File: src/logic/sar_adc_consts.vh
// Functional notes
// - approximation resolves msb first; after lsb the whole word goes to result.
// - result reloaded at every conversion end, read as one 8-bit value.
// - result register value is undefined until the first conversion completes.
// - pins not assigned analog stay usable as digital port pins.
// - mode register resets to 01H; bit and byte writes accepted.
// - three-bit channel field selects one of eight inputs, ascending.
// - conversion-time code sets length in oscillator periods, halved with clock mode one.
// - bit 6 selects start source: zero software, one external trigger.
// - bit 7 stops conversion when zero, enables operation when one.
// - input-select register resets to 00H, written as a byte.
// - count n makes inputs 0..n-1 analog; values above 8 prohibited.
// - pull-up disabled on every analog pin regardless of option.
// - hardware start: one conversion per trigger, then idle awaiting next.
// - software start: conversions repeat back to back until mode rewritten.
// - mode rewrite with run set aborts and restarts per new setting.
// - mode write with run clear halts conversion at once.
`ifndef SAR_ADC_CONSTS_VH
`define SAR_ADC_CONSTS_VH
`define ADDR_MODE 16'hFF80
`define ADDR_PINCNT 16'hFF84
`define ADDR_RESULT 16'hFF88
`define ADDR_STATUS 16'hFF8C
`define MODE_RESET 8'h01
`define PINCNT_RESET 8'h00
`define BIT_RUN 7
`define BIT_TRIG 6
`define BIT_SPEED 0
`define PRESCALE_DIV 8'h13
`endif

File: src/logic/sar_step_timer.v
`timescale 1ns/1ps
// one-cycle enable every ticks+1 pulses of the oscillator tick
module sar_step_timer (
  input wire core_clk,
  input wire arst_n,
  input wire run,
  input wire oscTick,
  input wire [7:0] ticks,
  output wire stepEn
);
  reg [7:0] cnt_q;
  assign stepEn = run && oscTick && (cnt_q == ticks);
  always @(posedge core_clk or negedge arst_n)
  begin
    if (!arst_n)
      cnt_q <= 8'h00;
    else if (!run)
      cnt_q <= 8'h00;
    else if (oscTick)
      cnt_q <= (cnt_q == ticks) ? 8'h00 : cnt_q + 8'h01;
  end
endmodule // sar_step_timer

File: src/logic/sar_adc_control.v
`timescale 1ns/1ps
`include "sar_adc_consts.vh"
module sar_adc_control (
  input wire core_clk,
  input wire arst_n,
  input wire [15:0] paddr,
  input wire psel,
  input wire penable,
  input wire pwrite,
  input wire [31:0] pwdata,
  input wire [3:0] pstrb,
  output wire [31:0] prdata,
  output wire pready,
  output wire pslverr,
  input wire clockModeSelect,
  input wire externalTriggerInput,
  input wire compareHigh,
  input wire [7:0] portPullupOption,
  output wire [2:0] channelSelect,
  output wire [7:0] tapCode,
  output wire sampleActive,
  output wire [7:0] analogPinMask,
  output wire [7:0] pullupEnable,
  output wire conversionDoneIrq
);
  // ****************************************
  // register bus
  // ****************************************
  localparam IDLE = 2'b00;
  localparam SAMPLE = 2'b01;
  localparam DECIDE = 2'b10;
  reg [7:0] mode_q;
  reg [3:0] pinCount_q;
  reg [7:0] result_q;
  reg [7:0] approx_q;
  reg [7:0] trial_q;
  reg [1:0] state_q;
  reg doneFlag_q;
  reg [7:0] pre_q;
  reg [31:0] rdata;
  wire access = psel && penable;
  wire wrMode = access && pwrite && paddr == `ADDR_MODE && pstrb[0];
  wire wrPin = access && pwrite && paddr == `ADDR_PINCNT && pstrb[0];
  wire wrStat = access && pwrite && paddr == `ADDR_STATUS && pstrb[0];
  wire known = paddr == `ADDR_MODE || paddr == `ADDR_PINCNT ||
    paddr == `ADDR_RESULT || paddr == `ADDR_STATUS;
  assign pready = 1'b1;
  assign pslverr = psel && penable && !known;
  always @*
  begin
    rdata = 32'h00000000;
    case (paddr)
      `ADDR_MODE: rdata = {24'h000000, mode_q};
      `ADDR_PINCNT: rdata = {28'h0000000, pinCount_q};
      `ADDR_RESULT: rdata = {24'h000000, result_q};
      `ADDR_STATUS: rdata = {30'h00000000, state_q != IDLE, doneFlag_q};
      default: rdata = 32'h00000000;
    endcase
  end
  assign prdata = (psel && !pwrite) ? rdata : 32'h00000000;
  always @(posedge core_clk or negedge arst_n)
  begin
    if (!arst_n)
    begin
      mode_q <= `MODE_RESET;
      pinCount_q <= 4'h0;
    end
    else
    begin
      if (wrMode)
        mode_q <= pwdata[7:0];
      if (wrPin)
        pinCount_q <= pwdata[3:0];
    end
  end
  // ****************************************
  // pins
  // ****************************************
  genvar i;
  generate
    for (i = 0; i < 8; i = i + 1)
    begin : pins
      assign analogPinMask[i] = pinCount_q > i;
      assign pullupEnable[i] = portPullupOption[i] && !analogPinMask[i];
    end
  endgenerate
  assign channelSelect = mode_q[3:1];
  // ****************************************
  // timing
  // ****************************************
  // oscillator rate approximated by a fixed prescale of the core clock
  wire oscTick = pre_q == `PRESCALE_DIV;
  always @(posedge core_clk or negedge arst_n)
  begin
    if (!arst_n)
      pre_q <= 8'h00;
    else
      pre_q <= oscTick ? 8'h00 : pre_q + 8'h01;
  end
  // conversion length split in ten equal steps: two sample, eight decisions
  reg [7:0] ticks;
  always @*
  begin
    case (mode_q[5:4])
      2'b00: ticks = 8'd8;
      2'b01: ticks = 8'd4;
      default: ticks = mode_q[0] ? 8'd10 : 8'd5;
    endcase
    if (!clockModeSelect)
      ticks = {ticks[6:0], 1'b0};
    ticks = ticks - 8'd1;
  end
  wire busy = state_q != IDLE;
  wire stepEn;
  sar_step_timer timer (
    .core_clk(core_clk),
    .arst_n(arst_n),
    .run(busy && !wrMode),
    .oscTick(oscTick),
    .ticks(ticks),
    .stepEn(stepEn)
  );
  // ****************************************
  // sequencer
  // ****************************************
  reg sampleStep_q;
  wire swStart = !mode_q[`BIT_TRIG] && mode_q[`BIT_RUN];
  wire hwStart = mode_q[`BIT_TRIG] && mode_q[`BIT_RUN] && externalTriggerInput;
  wire [7:0] decided = compareHigh ? approx_q : (approx_q & ~trial_q);
  always @(posedge core_clk or negedge arst_n)
  begin
    if (!arst_n)
    begin
      state_q <= IDLE;
      approx_q <= 8'h00;
      trial_q <= 8'h00;
      sampleStep_q <= 1'b0;
      doneFlag_q <= 1'b0;
      result_q <= 8'h00; // value not guaranteed to software
    end
    else
    begin
      if (wrStat && pwdata[0])
        doneFlag_q <= 1'b0;
      if (wrMode)
        state_q <= IDLE; // abort, restart next cycle if swStart or hwStart is set
      else
      begin
        case (state_q)
          IDLE:
            if (swStart || hwStart)
            begin
              state_q <= SAMPLE;
              sampleStep_q <= 1'b0;
            end
          SAMPLE:
            if (!mode_q[`BIT_RUN])
              state_q <= IDLE;
            else if (stepEn)
            begin
              sampleStep_q <= 1'b1;
              if (sampleStep_q)
              begin
                state_q <= DECIDE;
                approx_q <= 8'h80;
                trial_q <= 8'h80;
              end
            end
          DECIDE:
            if (!mode_q[`BIT_RUN])
              state_q <= IDLE;
            else if (stepEn)
            begin
              if (trial_q == 8'h01)
              begin
                result_q <= decided;
                doneFlag_q <= 1'b1;
                state_q <= swStart ? SAMPLE : IDLE;
                sampleStep_q <= 1'b0;
              end
              else
              begin
                approx_q <= decided | (trial_q >> 1);
                trial_q <= trial_q >> 1;
              end
            end
          default: state_q <= IDLE;
        endcase
      end
    end
  end
  assign tapCode = approx_q;
  assign sampleActive = state_q == SAMPLE;
  assign conversionDoneIrq = doneFlag_q;
endmodule // sar_adc_control

File: config.mk
export PLATFORM = sky130hd
export DESIGN_NAME = sar_adc_control
export DESIGN_NICKNAME = d
export VERILOG_FILES = /design/src/logic/sar_step_timer.v /design/src/logic/sar_adc_control.v
export VERILOG_INCLUDE_DIRS = /design/src /design/src/logic
export SDC_FILE = /design/constraint.sdc
export NUM_CORES = 1
export LEC_CHECK = 0
export ABC_CLOCK_PERIOD_IN_PS = 3290
export BUFFER_PORTS_ARGS = -buffer_cell sky130_fd_sc_hd__clkbuf_2
export CORE_MARGIN = 2
export CORE_UTILIZATION = 52
export CTS_BUF_LIST = sky130_fd_sc_hd__clkbuf_2
export CTS_CLUSTER_SIZE = 30
export DETAILED_ROUTE_END_ITERATION = 7
export GPL_ROUTABILITY_DRIVEN = 0
export GPL_TIMING_DRIVEN = 0
export PLACE_DENSITY = 0.83
export SYNTH_ARGS = -nofsm -noshare
export SYNTH_HDL_FRONTEND = slang
export SYNTH_SLANG_ARGS = --single-unit
File: constraint.sdc
create_clock -name core_clk -period 3.29 [get_ports core_clk]
set_input_delay 0.4935 -clock core_clk [delete_from_list [all_inputs] [get_ports core_clk]]
set_output_delay 0.4935 -clock core_clk [all_outputs]
set_load 0.05 [all_outputs]
==> impl_metrics.toml, run 1 <==
[logic_synthesis]
postSynthAreaPerCell_um2 = 9.19
postSynthCellCount = 389
async_flop_share = 1.00
synth_edf_count = 0
seq_area_frac_synth = 0.392
synth_top_flop_cell = "dfrtp_1"
syn_area_um2 = 3570
yosysWarnings = 0
ys_ff_latch = 56
ys_types = 65

[finish]
diodes = 0
design_area_um2 = 4220
drive_above_1_share = 0.294
layout_commonest_cell = "clkbuf_2"
nNetsFinal = 571
synthToLayoutAreaGrowth_pct = 18.1
final_cell_mix = "clkbuf_2, nand2_1, dfrtp_1"

[worst_setup_path]
setup.worst_path.end_class = "primary output"
crit_required_ns = 2.80
critical_path_arrival_ns = 2.63
cp-start-kind = "primary input"
crit_type = "in2out"
cp_max_fo = 8

[timing]
worstMarginPinSlew_ns = 0.867
slew-limit-headroom = 0.417
hold_viol = 0
fmax_mhz = 320
clock_skew_ns = 0.0197
min_period_ns = 3.13
hold_slack_ns = 0.0242
post-route-period-util = 0.951
rsz0062_at_grt = "no"
setup_viol = 0
drv_slew = 0
setup_tns_ns = 0

[global_routing]
antenna_found_initial = 0
grtUsageTotal = 0.229
grt_pass1_wl_mm = 13.6
grt_overflow = 0
grt_pass1_vias = 2934
grt_max_degree = 57

[floorplanning]
core_area_um2 = 6720
start_util = 0.532
die_w_um = 86.9
die_h_um = 86.9
rows = 30
dieArea_um2 = 7550
io_pins = 131

[detailed_routing]
wire_per_inst_um = 14.6
first_pass_iters = 5
drcViolationCount = 0
wl_mm = 8.42
route.vias.total = 3137
vias_per_cell = 5.44
final_antenna_net_count = 0
drt-initial-drc-count = 202

[clock_tree]
cts_hold_buf = 0
cts_sinks = 56
cts_tree = "yes"
clk_pin_slew_worst_paths_ns = 0.28
cts_buffers = 5
ctsResizeCount = 0
cts-root-buf = "clkbuf_2"
cts_setup_buffers = 0
htreeDepth = 2
cts_max_path_buffers = 2
clk_latency_ns = 0.48

[place]
portBuffers = 77
dpl-instance-area_um2 = 4150
dp_hpwl_mm = 6.57

[job]
cap_violations = 0

[pwr]
power_mw = 1.49
leakagePower_nw = 2.19
powerDensity_nw_per_um2 = 353
peakVddDrop_v = 0.000261

[status]
status = "finished clean"

[worst_hold_path]
hold_path_class = "in2async"
## registers in the layout, indices dropped and copies added (netlist names)
signal             count
state_q                2
pre_q                  8
result_q               8
mode_q                 8
timer.cnt_q            8
tapCode                8
trial_q                8
sampleStep_q           1
conversionDoneIrq      1
pinCount_q             4
## stage by stage
| step | std cells | util | setup slack [ns] |
|---|---|---|---|
| after detailed placement | 569 | 0.617 | 0.136 |
| after global placement | 569 | 0.617 | 0.210 |
| after global routing | 577 | 0.628 | 0.0202 |
| after floorplan | 412 | - | 0.0415 |
| after CTS | 577 | 0.627 | 0.133 |
| final | 577 | 0.628 | 0.162 |
## cell type report
type | count | area [µm²]
fill | 570 | 2500
multi-input combinational | 291 | 1890
sequential | 56 | 1400
timing repair buffer | 77 | 388
buffer | 38 | 268
inverter | 27 | 101
tap | 80 | 100
clock inverter | 3 | 42.5
clock buffer | 5 | 25.0
## synthesized netlist by cell type (all sizes together), types with 3 or more instances
cell type	number	area share
ha	7	0.025
nor2	22	0.023
or3	3	0.0053
a21oi	5	0.0070
a21o	4	0.0084
and3	8	0.014
nand3b	3	0.0063
dfrtp	55	0.39
clkbuf	5	0.0053
a31oi	9	0.016
o21ai	17	0.025
nand2	57	0.060
a21boi	5	0.011
nand4	7	0.018
inv	27	0.028
mux2	7	0.024
or4	3	0.0084
xnor2	9	0.022
nor2b	6	0.011
nand2b	4	0.0070
nor4	7	0.022
mux2i	14	0.039
nor3	8	0.014
and2	6	0.011
a22o	7	0.017
buf	33	0.070
xor2	3	0.0095
nand3	19	0.028
## metal layers
| layer | GRT usage | wire (µm) | vias up |
|---|---|---|---|
| met5 | 0 | 0 | - |
| met4 | 0.0824 | 139 | 0 |
| met3 | 0.0303 | 595 | 12 |
| met2 | 0.406 | 4280 | 125 |
| met1 | 0.285 | 3410 | 1483 |
| li1 | - | - | 1517 |
## worst max-delay path, stage by stage
cell and delay, ns:
clkbuf_2 0.08, or4_4 0.54, nor4_4 0.44, nand3b_1 0.37
nor3_1 0.37, clkbuf_2 0.34
## cells by family after synthesis
logic type	count (synthesis)	share of synthesized area
mux	23	0.0760
simple gates	162	0.250
other cells	2	0.00210
buf+inv	65	0.103
fa+ha+maj	7	0.0245
xor+xnor	12	0.0315
flops	56	0.392
compound gates	62	0.120
## final timing paths
| kind | startpoint | end | depth (start not counted) | slack, ns |
|---|---|---|---|---|
| worst max-delay path | paddr[1] | prdata[7] | 6 | 0.16 |
| min in group core_clk | pwdata[3] | mode_q[3] | 3 | 0.18 |
| worst max register to register | mode_q[5] | tapCode[5] | 9 | 0.23 |
| worst min-delay path | arst_n | conversionDoneIrq | 1 | 0.02 |
| worst min register to register | pre_q[0] | pre_q[0] | 1 | 0.50 |
| max in group asynchronous | arst_n | timer.cnt_q[4] | 1 | 2.82 |
## where the power goes
part / internal, mW / switching [mW] / leakage (nW)
Sequential: 0.697 / 0.00973 / 0.710
Clock: 0.126 / 0.221 / 0.0390
Combinational: 0.127 / 0.308 / 1.44
No activity file was read; power rests on OpenSTA's default activity.
==> run 2: changes to the inputs <==
--- a/config.mk
+++ b/config.mk
@@ -7,7 +7,7 @@
 export NUM_CORES = 1
 export LEC_CHECK = 0
 export ABC_CLOCK_PERIOD_IN_PS = 3290
-export BUFFER_PORTS_ARGS = -buffer_cell sky130_fd_sc_hd__clkbuf_2
+export BUFFER_PORTS_ARGS = -buffer_cell sky130_fd_sc_hd__buf_2
 export CORE_MARGIN = 2
 export CORE_UTILIZATION = 52
 export CTS_BUF_LIST = sky130_fd_sc_hd__clkbuf_2
@@ -16,6 +16,7 @@
 export GPL_ROUTABILITY_DRIVEN = 0
 export GPL_TIMING_DRIVEN = 0
 export PLACE_DENSITY = 0.83
+export RECOVER_POWER = 25
 export SYNTH_ARGS = -nofsm -noshare
 export SYNTH_HDL_FRONTEND = slang
 export SYNTH_SLANG_ARGS = --single-unit
==> impl_metrics.toml, run 2 (synthesis results as in run 1) <==
[clock_tree]
ctsResizeCount = 0
cts_max_path_buffers = 2
clk_pin_slew_worst_paths_ns = 0.29
cts_sinks = 56
cts_tree = "yes"
htreeDepth = 2
clk_latency_ns = 0.47
cts_buffers = 5
cts_hold_buf = 0
cts-root-buf = "clkbuf_2"
cts_setup_buffers = 0

[global_routing]
grt_max_degree = 57
grt_overflow = 0
grtUsageTotal = 0.228
antenna_found_initial = 0
grt_pass1_wl_mm = 13.6
grt_pass1_vias = 3017

[floorplanning]
die_h_um = 86.9
rows = 30
dieArea_um2 = 7550
io_pins = 131
die_w_um = 86.9
start_util = 0.532
core_area_um2 = 6720

[worst_setup_path]
worstReg2RegEnd = "result_q[1]"
r2r_start = "mode_q[5]"
setup.worst_path.end_class = "flip-flop"
crit_required_ns = 3.69
reg2reg_slack_ns = 0.20
critical_path_arrival_ns = 3.49
cp_max_fo = 9
ff2ff_path_depth = 9
crit_type = "reg2reg"
cp-start-kind = "flip-flop"

[detailed_routing]
drt-initial-drc-count = 243
wl_mm = 8.41
final_antenna_net_count = 0
drcViolationCount = 0
route.vias.total = 3116
wire_per_inst_um = 14.6
first_pass_iters = 4
vias_per_cell = 5.40

[timing]
slew-limit-headroom = 0.0572
rsz0062_at_grt = "no"
hold_slack_ns = 0.193
post-route-period-util = 0.939
setup_viol = 0
min_period_ns = 3.09
worstMarginPinSlew_ns = 1.41
worst_slack_ns = 0.200
fmax_mhz = 324
hold_viol = 0
clock_skew_ns = 0.0344
drv_slew = 0
setup_tns_ns = 0

[pwr]
leakagePower_nw = 2.19
power_mw = 1.42
peakVddDrop_v = 0.000214
powerDensity_nw_per_um2 = 339

[finish]
synthToLayoutAreaGrowth_pct = 17.2
final_util = 0.623
diodes = 0
nNetsFinal = 571
layout_commonest_cell = "buf_2"
drive_above_1_share = 0.290
final_cell_mix = "buf_2, nand2_1, dfrtp_1"
multi_input_area_um2 = 1890
regArea_um2 = 1400
fill_cells = 573

[status]
status = "finished clean"

[job]
cap_violations = 0

[place]
portBuffers = 77
place_ws_ns = 0.161
dp_hpwl_mm = 6.53

[worst_hold_path]
hold_path_end = "mode_q[0]"
hold_path_class = "in2reg"
hold_start = "pwdata[0]"
hold_depth = 3
run 2: worst max-delay path by stage:
stage | slack (ns) | end | start
CTS | 0.18 | prdata[7] | paddr[1]
finish | 0.20 | result_q[1] | mode_q[5]
detailed placement | 0.16 | result_q[2] | clockModeSelect
global route | 0.01 | tapCode[7] | mode_q[5]
floorplan | 0.04 | prdata[4] | paddr[1]
global placement | 0.22 | prdata[7] | paddr[1]
run 2: per-layer routing:
metal / wire [µm] / GRT usage
met1: 3460 / 0.277
met5: 0 / 0
met2: 4210 / 0.402
met4: 134 / 0.0810
met3: 603 / 0.0464
run 2: final cells by class:
class	instances	area share
Clock inverter	3	0.00418
Buffer	38	0.0639
Clock buffer	5	0.00597
Timing Repair Buffer	77	0.0920
Sequential cell	56	0.335
Multi-Input combinational cell	291	0.451
Inverter	27	0.0242
Tap cell	80	0.0239
run 2: critical path, cell delays in order, from the launching register on:
cell and delay [ns]:
dfrtp_1 0.41, clkbuf_1 0.31, nand3b_1 0.19, ha_1 0.28
xor2_2 0.25, mux2_2 0.38, o21a_1 0.25, nor3_2 0.31
nand4_4 0.28, mux2_4 0.37
run 2: power breakdown:
part	internal [mW]	total, mW	switching [mW]
logic	0.127	0.436	0.309
registers	0.697	0.706	0.00873
clock network	0.0520	0.277	0.225
total	0.876	1.42	0.542
run 2: metrics by stage:
step           std cells  instance area [µm²]
2_1_floorplan        412                 3660
3_3_place_gp         569                 4150
3_5_place_dp         569                 4150
4_1_cts              577                 4190
5_1_grt              577                 4190
6_report             577                 4190
==> run 3: changes to the inputs <==
--- a/config.mk
+++ b/config.mk
@@ -8,13 +8,11 @@
 export LEC_CHECK = 0
 export ABC_CLOCK_PERIOD_IN_PS = 3290
 export BUFFER_PORTS_ARGS = -buffer_cell sky130_fd_sc_hd__buf_2
-export CORE_MARGIN = 2
+export CORE_MARGIN = 3
 export CORE_UTILIZATION = 52
 export CTS_BUF_LIST = sky130_fd_sc_hd__clkbuf_2
 export CTS_CLUSTER_SIZE = 30
 export DETAILED_ROUTE_END_ITERATION = 7
-export GPL_ROUTABILITY_DRIVEN = 0
-export GPL_TIMING_DRIVEN = 0
 export PLACE_DENSITY = 0.83
 export RECOVER_POWER = 25
 export SYNTH_ARGS = -nofsm -noshare
==> impl_metrics.toml, run 3 (synthesis results as in run 1) <==
[clock_tree]
clk_latency_ns = 0.46
cts-root-buf = "clkbuf_2"
htreeDepth = 2
cts_max_path_buffers = 2
clk_pin_slew_worst_paths_ns = 0.29
cts_setup_buffers = 0
cts_tree = "yes"
cts_hold_buf = 0
cts_buffers = 5
cts_sinks = 56
ctsResizeCount = 0

[detailed_routing]
wire_per_inst_um = 15.4
drt-initial-drc-count = 188
vias_per_cell = 5.57
final_antenna_net_count = 0
wl_mm = 8.33
drcViolationCount = 0
route.vias.total = 3018
first_pass_iters = 4

[global_routing]
grtUsageTotal = 0.215
grt_overflow = 0
antenna_found_initial = 0
grt_max_degree = 38
grt_pass1_wl_mm = 13.2
grt_pass1_vias = 2867

[pwr]
leakagePower_nw = 2.05
powerDensity_nw_per_um2 = 365
peakVddDrop_v = 0.000206
power_mw = 1.46

[timing]
rsz0062_at_grt = "no"
hold_viol = 0
setup_viol = 0
slew-limit-headroom = -0.325
clock_skew_ns = 0.0363
worstMarginPinSlew_ns = 1.99
fmax_mhz = 331
min_period_ns = 3.03
post-route-period-util = 0.920
drv_slew = 38
worst_slack_ns = 0.265
setup_tns_ns = 0

[worst_setup_path]
ff2ff_path_depth = 9
slowest_stage = "dfstp_2"
reg2reg_slack_ns = 0.26
setup.worst_path.end_class = "flip-flop"
worstPathCellList = "xnor2_1, nand2_1, ha_1, xor2_2, mux2_2, o21a_1, nor4_1, o21ai_2, a22o_1"
critical_path_arrival_ns = 3.43
cp_max_fo = 9
critPathTopFamily = "compound AO/OA/AOI/OAI gates"
crit_buf_inv = 0
crit_required_ns = 3.69
critPathCapture = "trial_q[5]"
cp-start-kind = "flip-flop"
r2r_start = "mode_q[0]"
cp-startpoint = "mode_q[0]"
worstReg2RegEnd = "trial_q[5]"
cpPeakStageDelay_ns = 0.64
crit_cells = 9
crit_type = "reg2reg"

[finish]
synthToLayoutAreaGrowth_pct = 11.5
design_area_um2 = 3990
diodes = 0
instances_no_fill = 542
layout_commonest_cell = "buf_2"
drive_above_1_share = 0.254
final_cell_mix = "buf_2, nand2_1, dfrtp_1"
nNetsFinal = 539

[floorplanning]
start_util = 0.550
rows = 29
die_h_um = 88.9
dieArea_um2 = 7900
io_pins = 131
core_area_um2 = 6490
die_w_um = 88.9

[status]
violations = "max-capacitance violations, max-slew violations"
status = "complete, but fails checks"

[place]
gp_congestion = 0.826
dpl-instance-area_um2 = 3920
dpl.cell_count = 534
dp_hpwl_mm = 6.56
portBuffers = 78
place_ws_ns = 0.121

[worst_hold_path]
hold_path_class = "in2reg"

[job]
cap_violations = 1
==> run 3: cell types whose count changed in the layout (fill, tap and decap cells not counted) <==
| cell | previous run | this run |
|---|---|---|
| buf_4 | 29 | 5 |
| clkbuf_1 | 5 | 1 |
| buf_6 | 2 | 0 |
| buf_1 | 1 | 0 |
| bufinv_16 | 0 | 1 |
| clkinv_1 | 1 | 0 |
| clkinv_2 | 1 | 0 |
==> run 3: power by group <==
group	leakage (nW)	switching (mW)	internal, mW	total, mW
logic	1.29	0.296	0.106	0.402
registers	0.710	0.00781	0.697	0.705
clock network	0.0436	0.214	0.135	0.348
==> run 3: final cells by class <==
cell class              count  area (µm²)
clock inverters             2        38.8
multi-input cells         291        1890
well taps                  77        96.3
repair buffers             83         427
inverters                  27         101
clock buffers               6        30.0
flip-flops and latches     56        1400
fillers                   536        2510
==> run 3: worst min-delay path by stage <==
stage | start | end | slack, ns | cells past startpoint
global route | pwdata[0] | mode_q[0] | 0.19 | 3
finish | pwdata[2] | mode_q[2] | 0.23 | 3
CTS | arst_n | sampleStep_q | 0.11 | 1
detailed placement | pre_q[7] | pre_q[7] | 0.47 | 1
global placement | pre_q[7] | pre_q[7] | 0.46 | 1
floorplan | arst_n | conversionDoneIrq | 0.20 | 0
==> run 3: worst register-to-register path, delay by kind of cell, from the launching register on <==
| kind | cells | cell delay [ns] |
|---|---|---|
| AOI/OAI and AO/OA | 3 | 0.73 |
| DFF | 1 | 0.64 |
| muxes | 1 | 0.38 |
| xor gates and xnor gates | 2 | 0.40 |
| and+or+nand+nor | 2 | 0.60 |
| adders and majority gates | 1 | 0.23 |
==> run 3: metal layers <==
layer / global-route usage / vias up / part of all wire
met5: 0 / - / 0
met4: 0.0673 / 0 / 0.015
met3: 0.0378 / 14 / 0.080
met2: 0.385 / 141 / 0.49
met1: 0.262 / 1402 / 0.41
li1: - / 1461 / -
==> run 3: stage by stage <==
stage	hold slack (ns)	util
5_1_grt	0.195	0.614
3_3_place_gp	0.462	0.603
2_1_floorplan	0.198	-
3_5_place_dp	0.470	0.603
4_1_cts	0.108	0.614
6_report	0.232	0.614
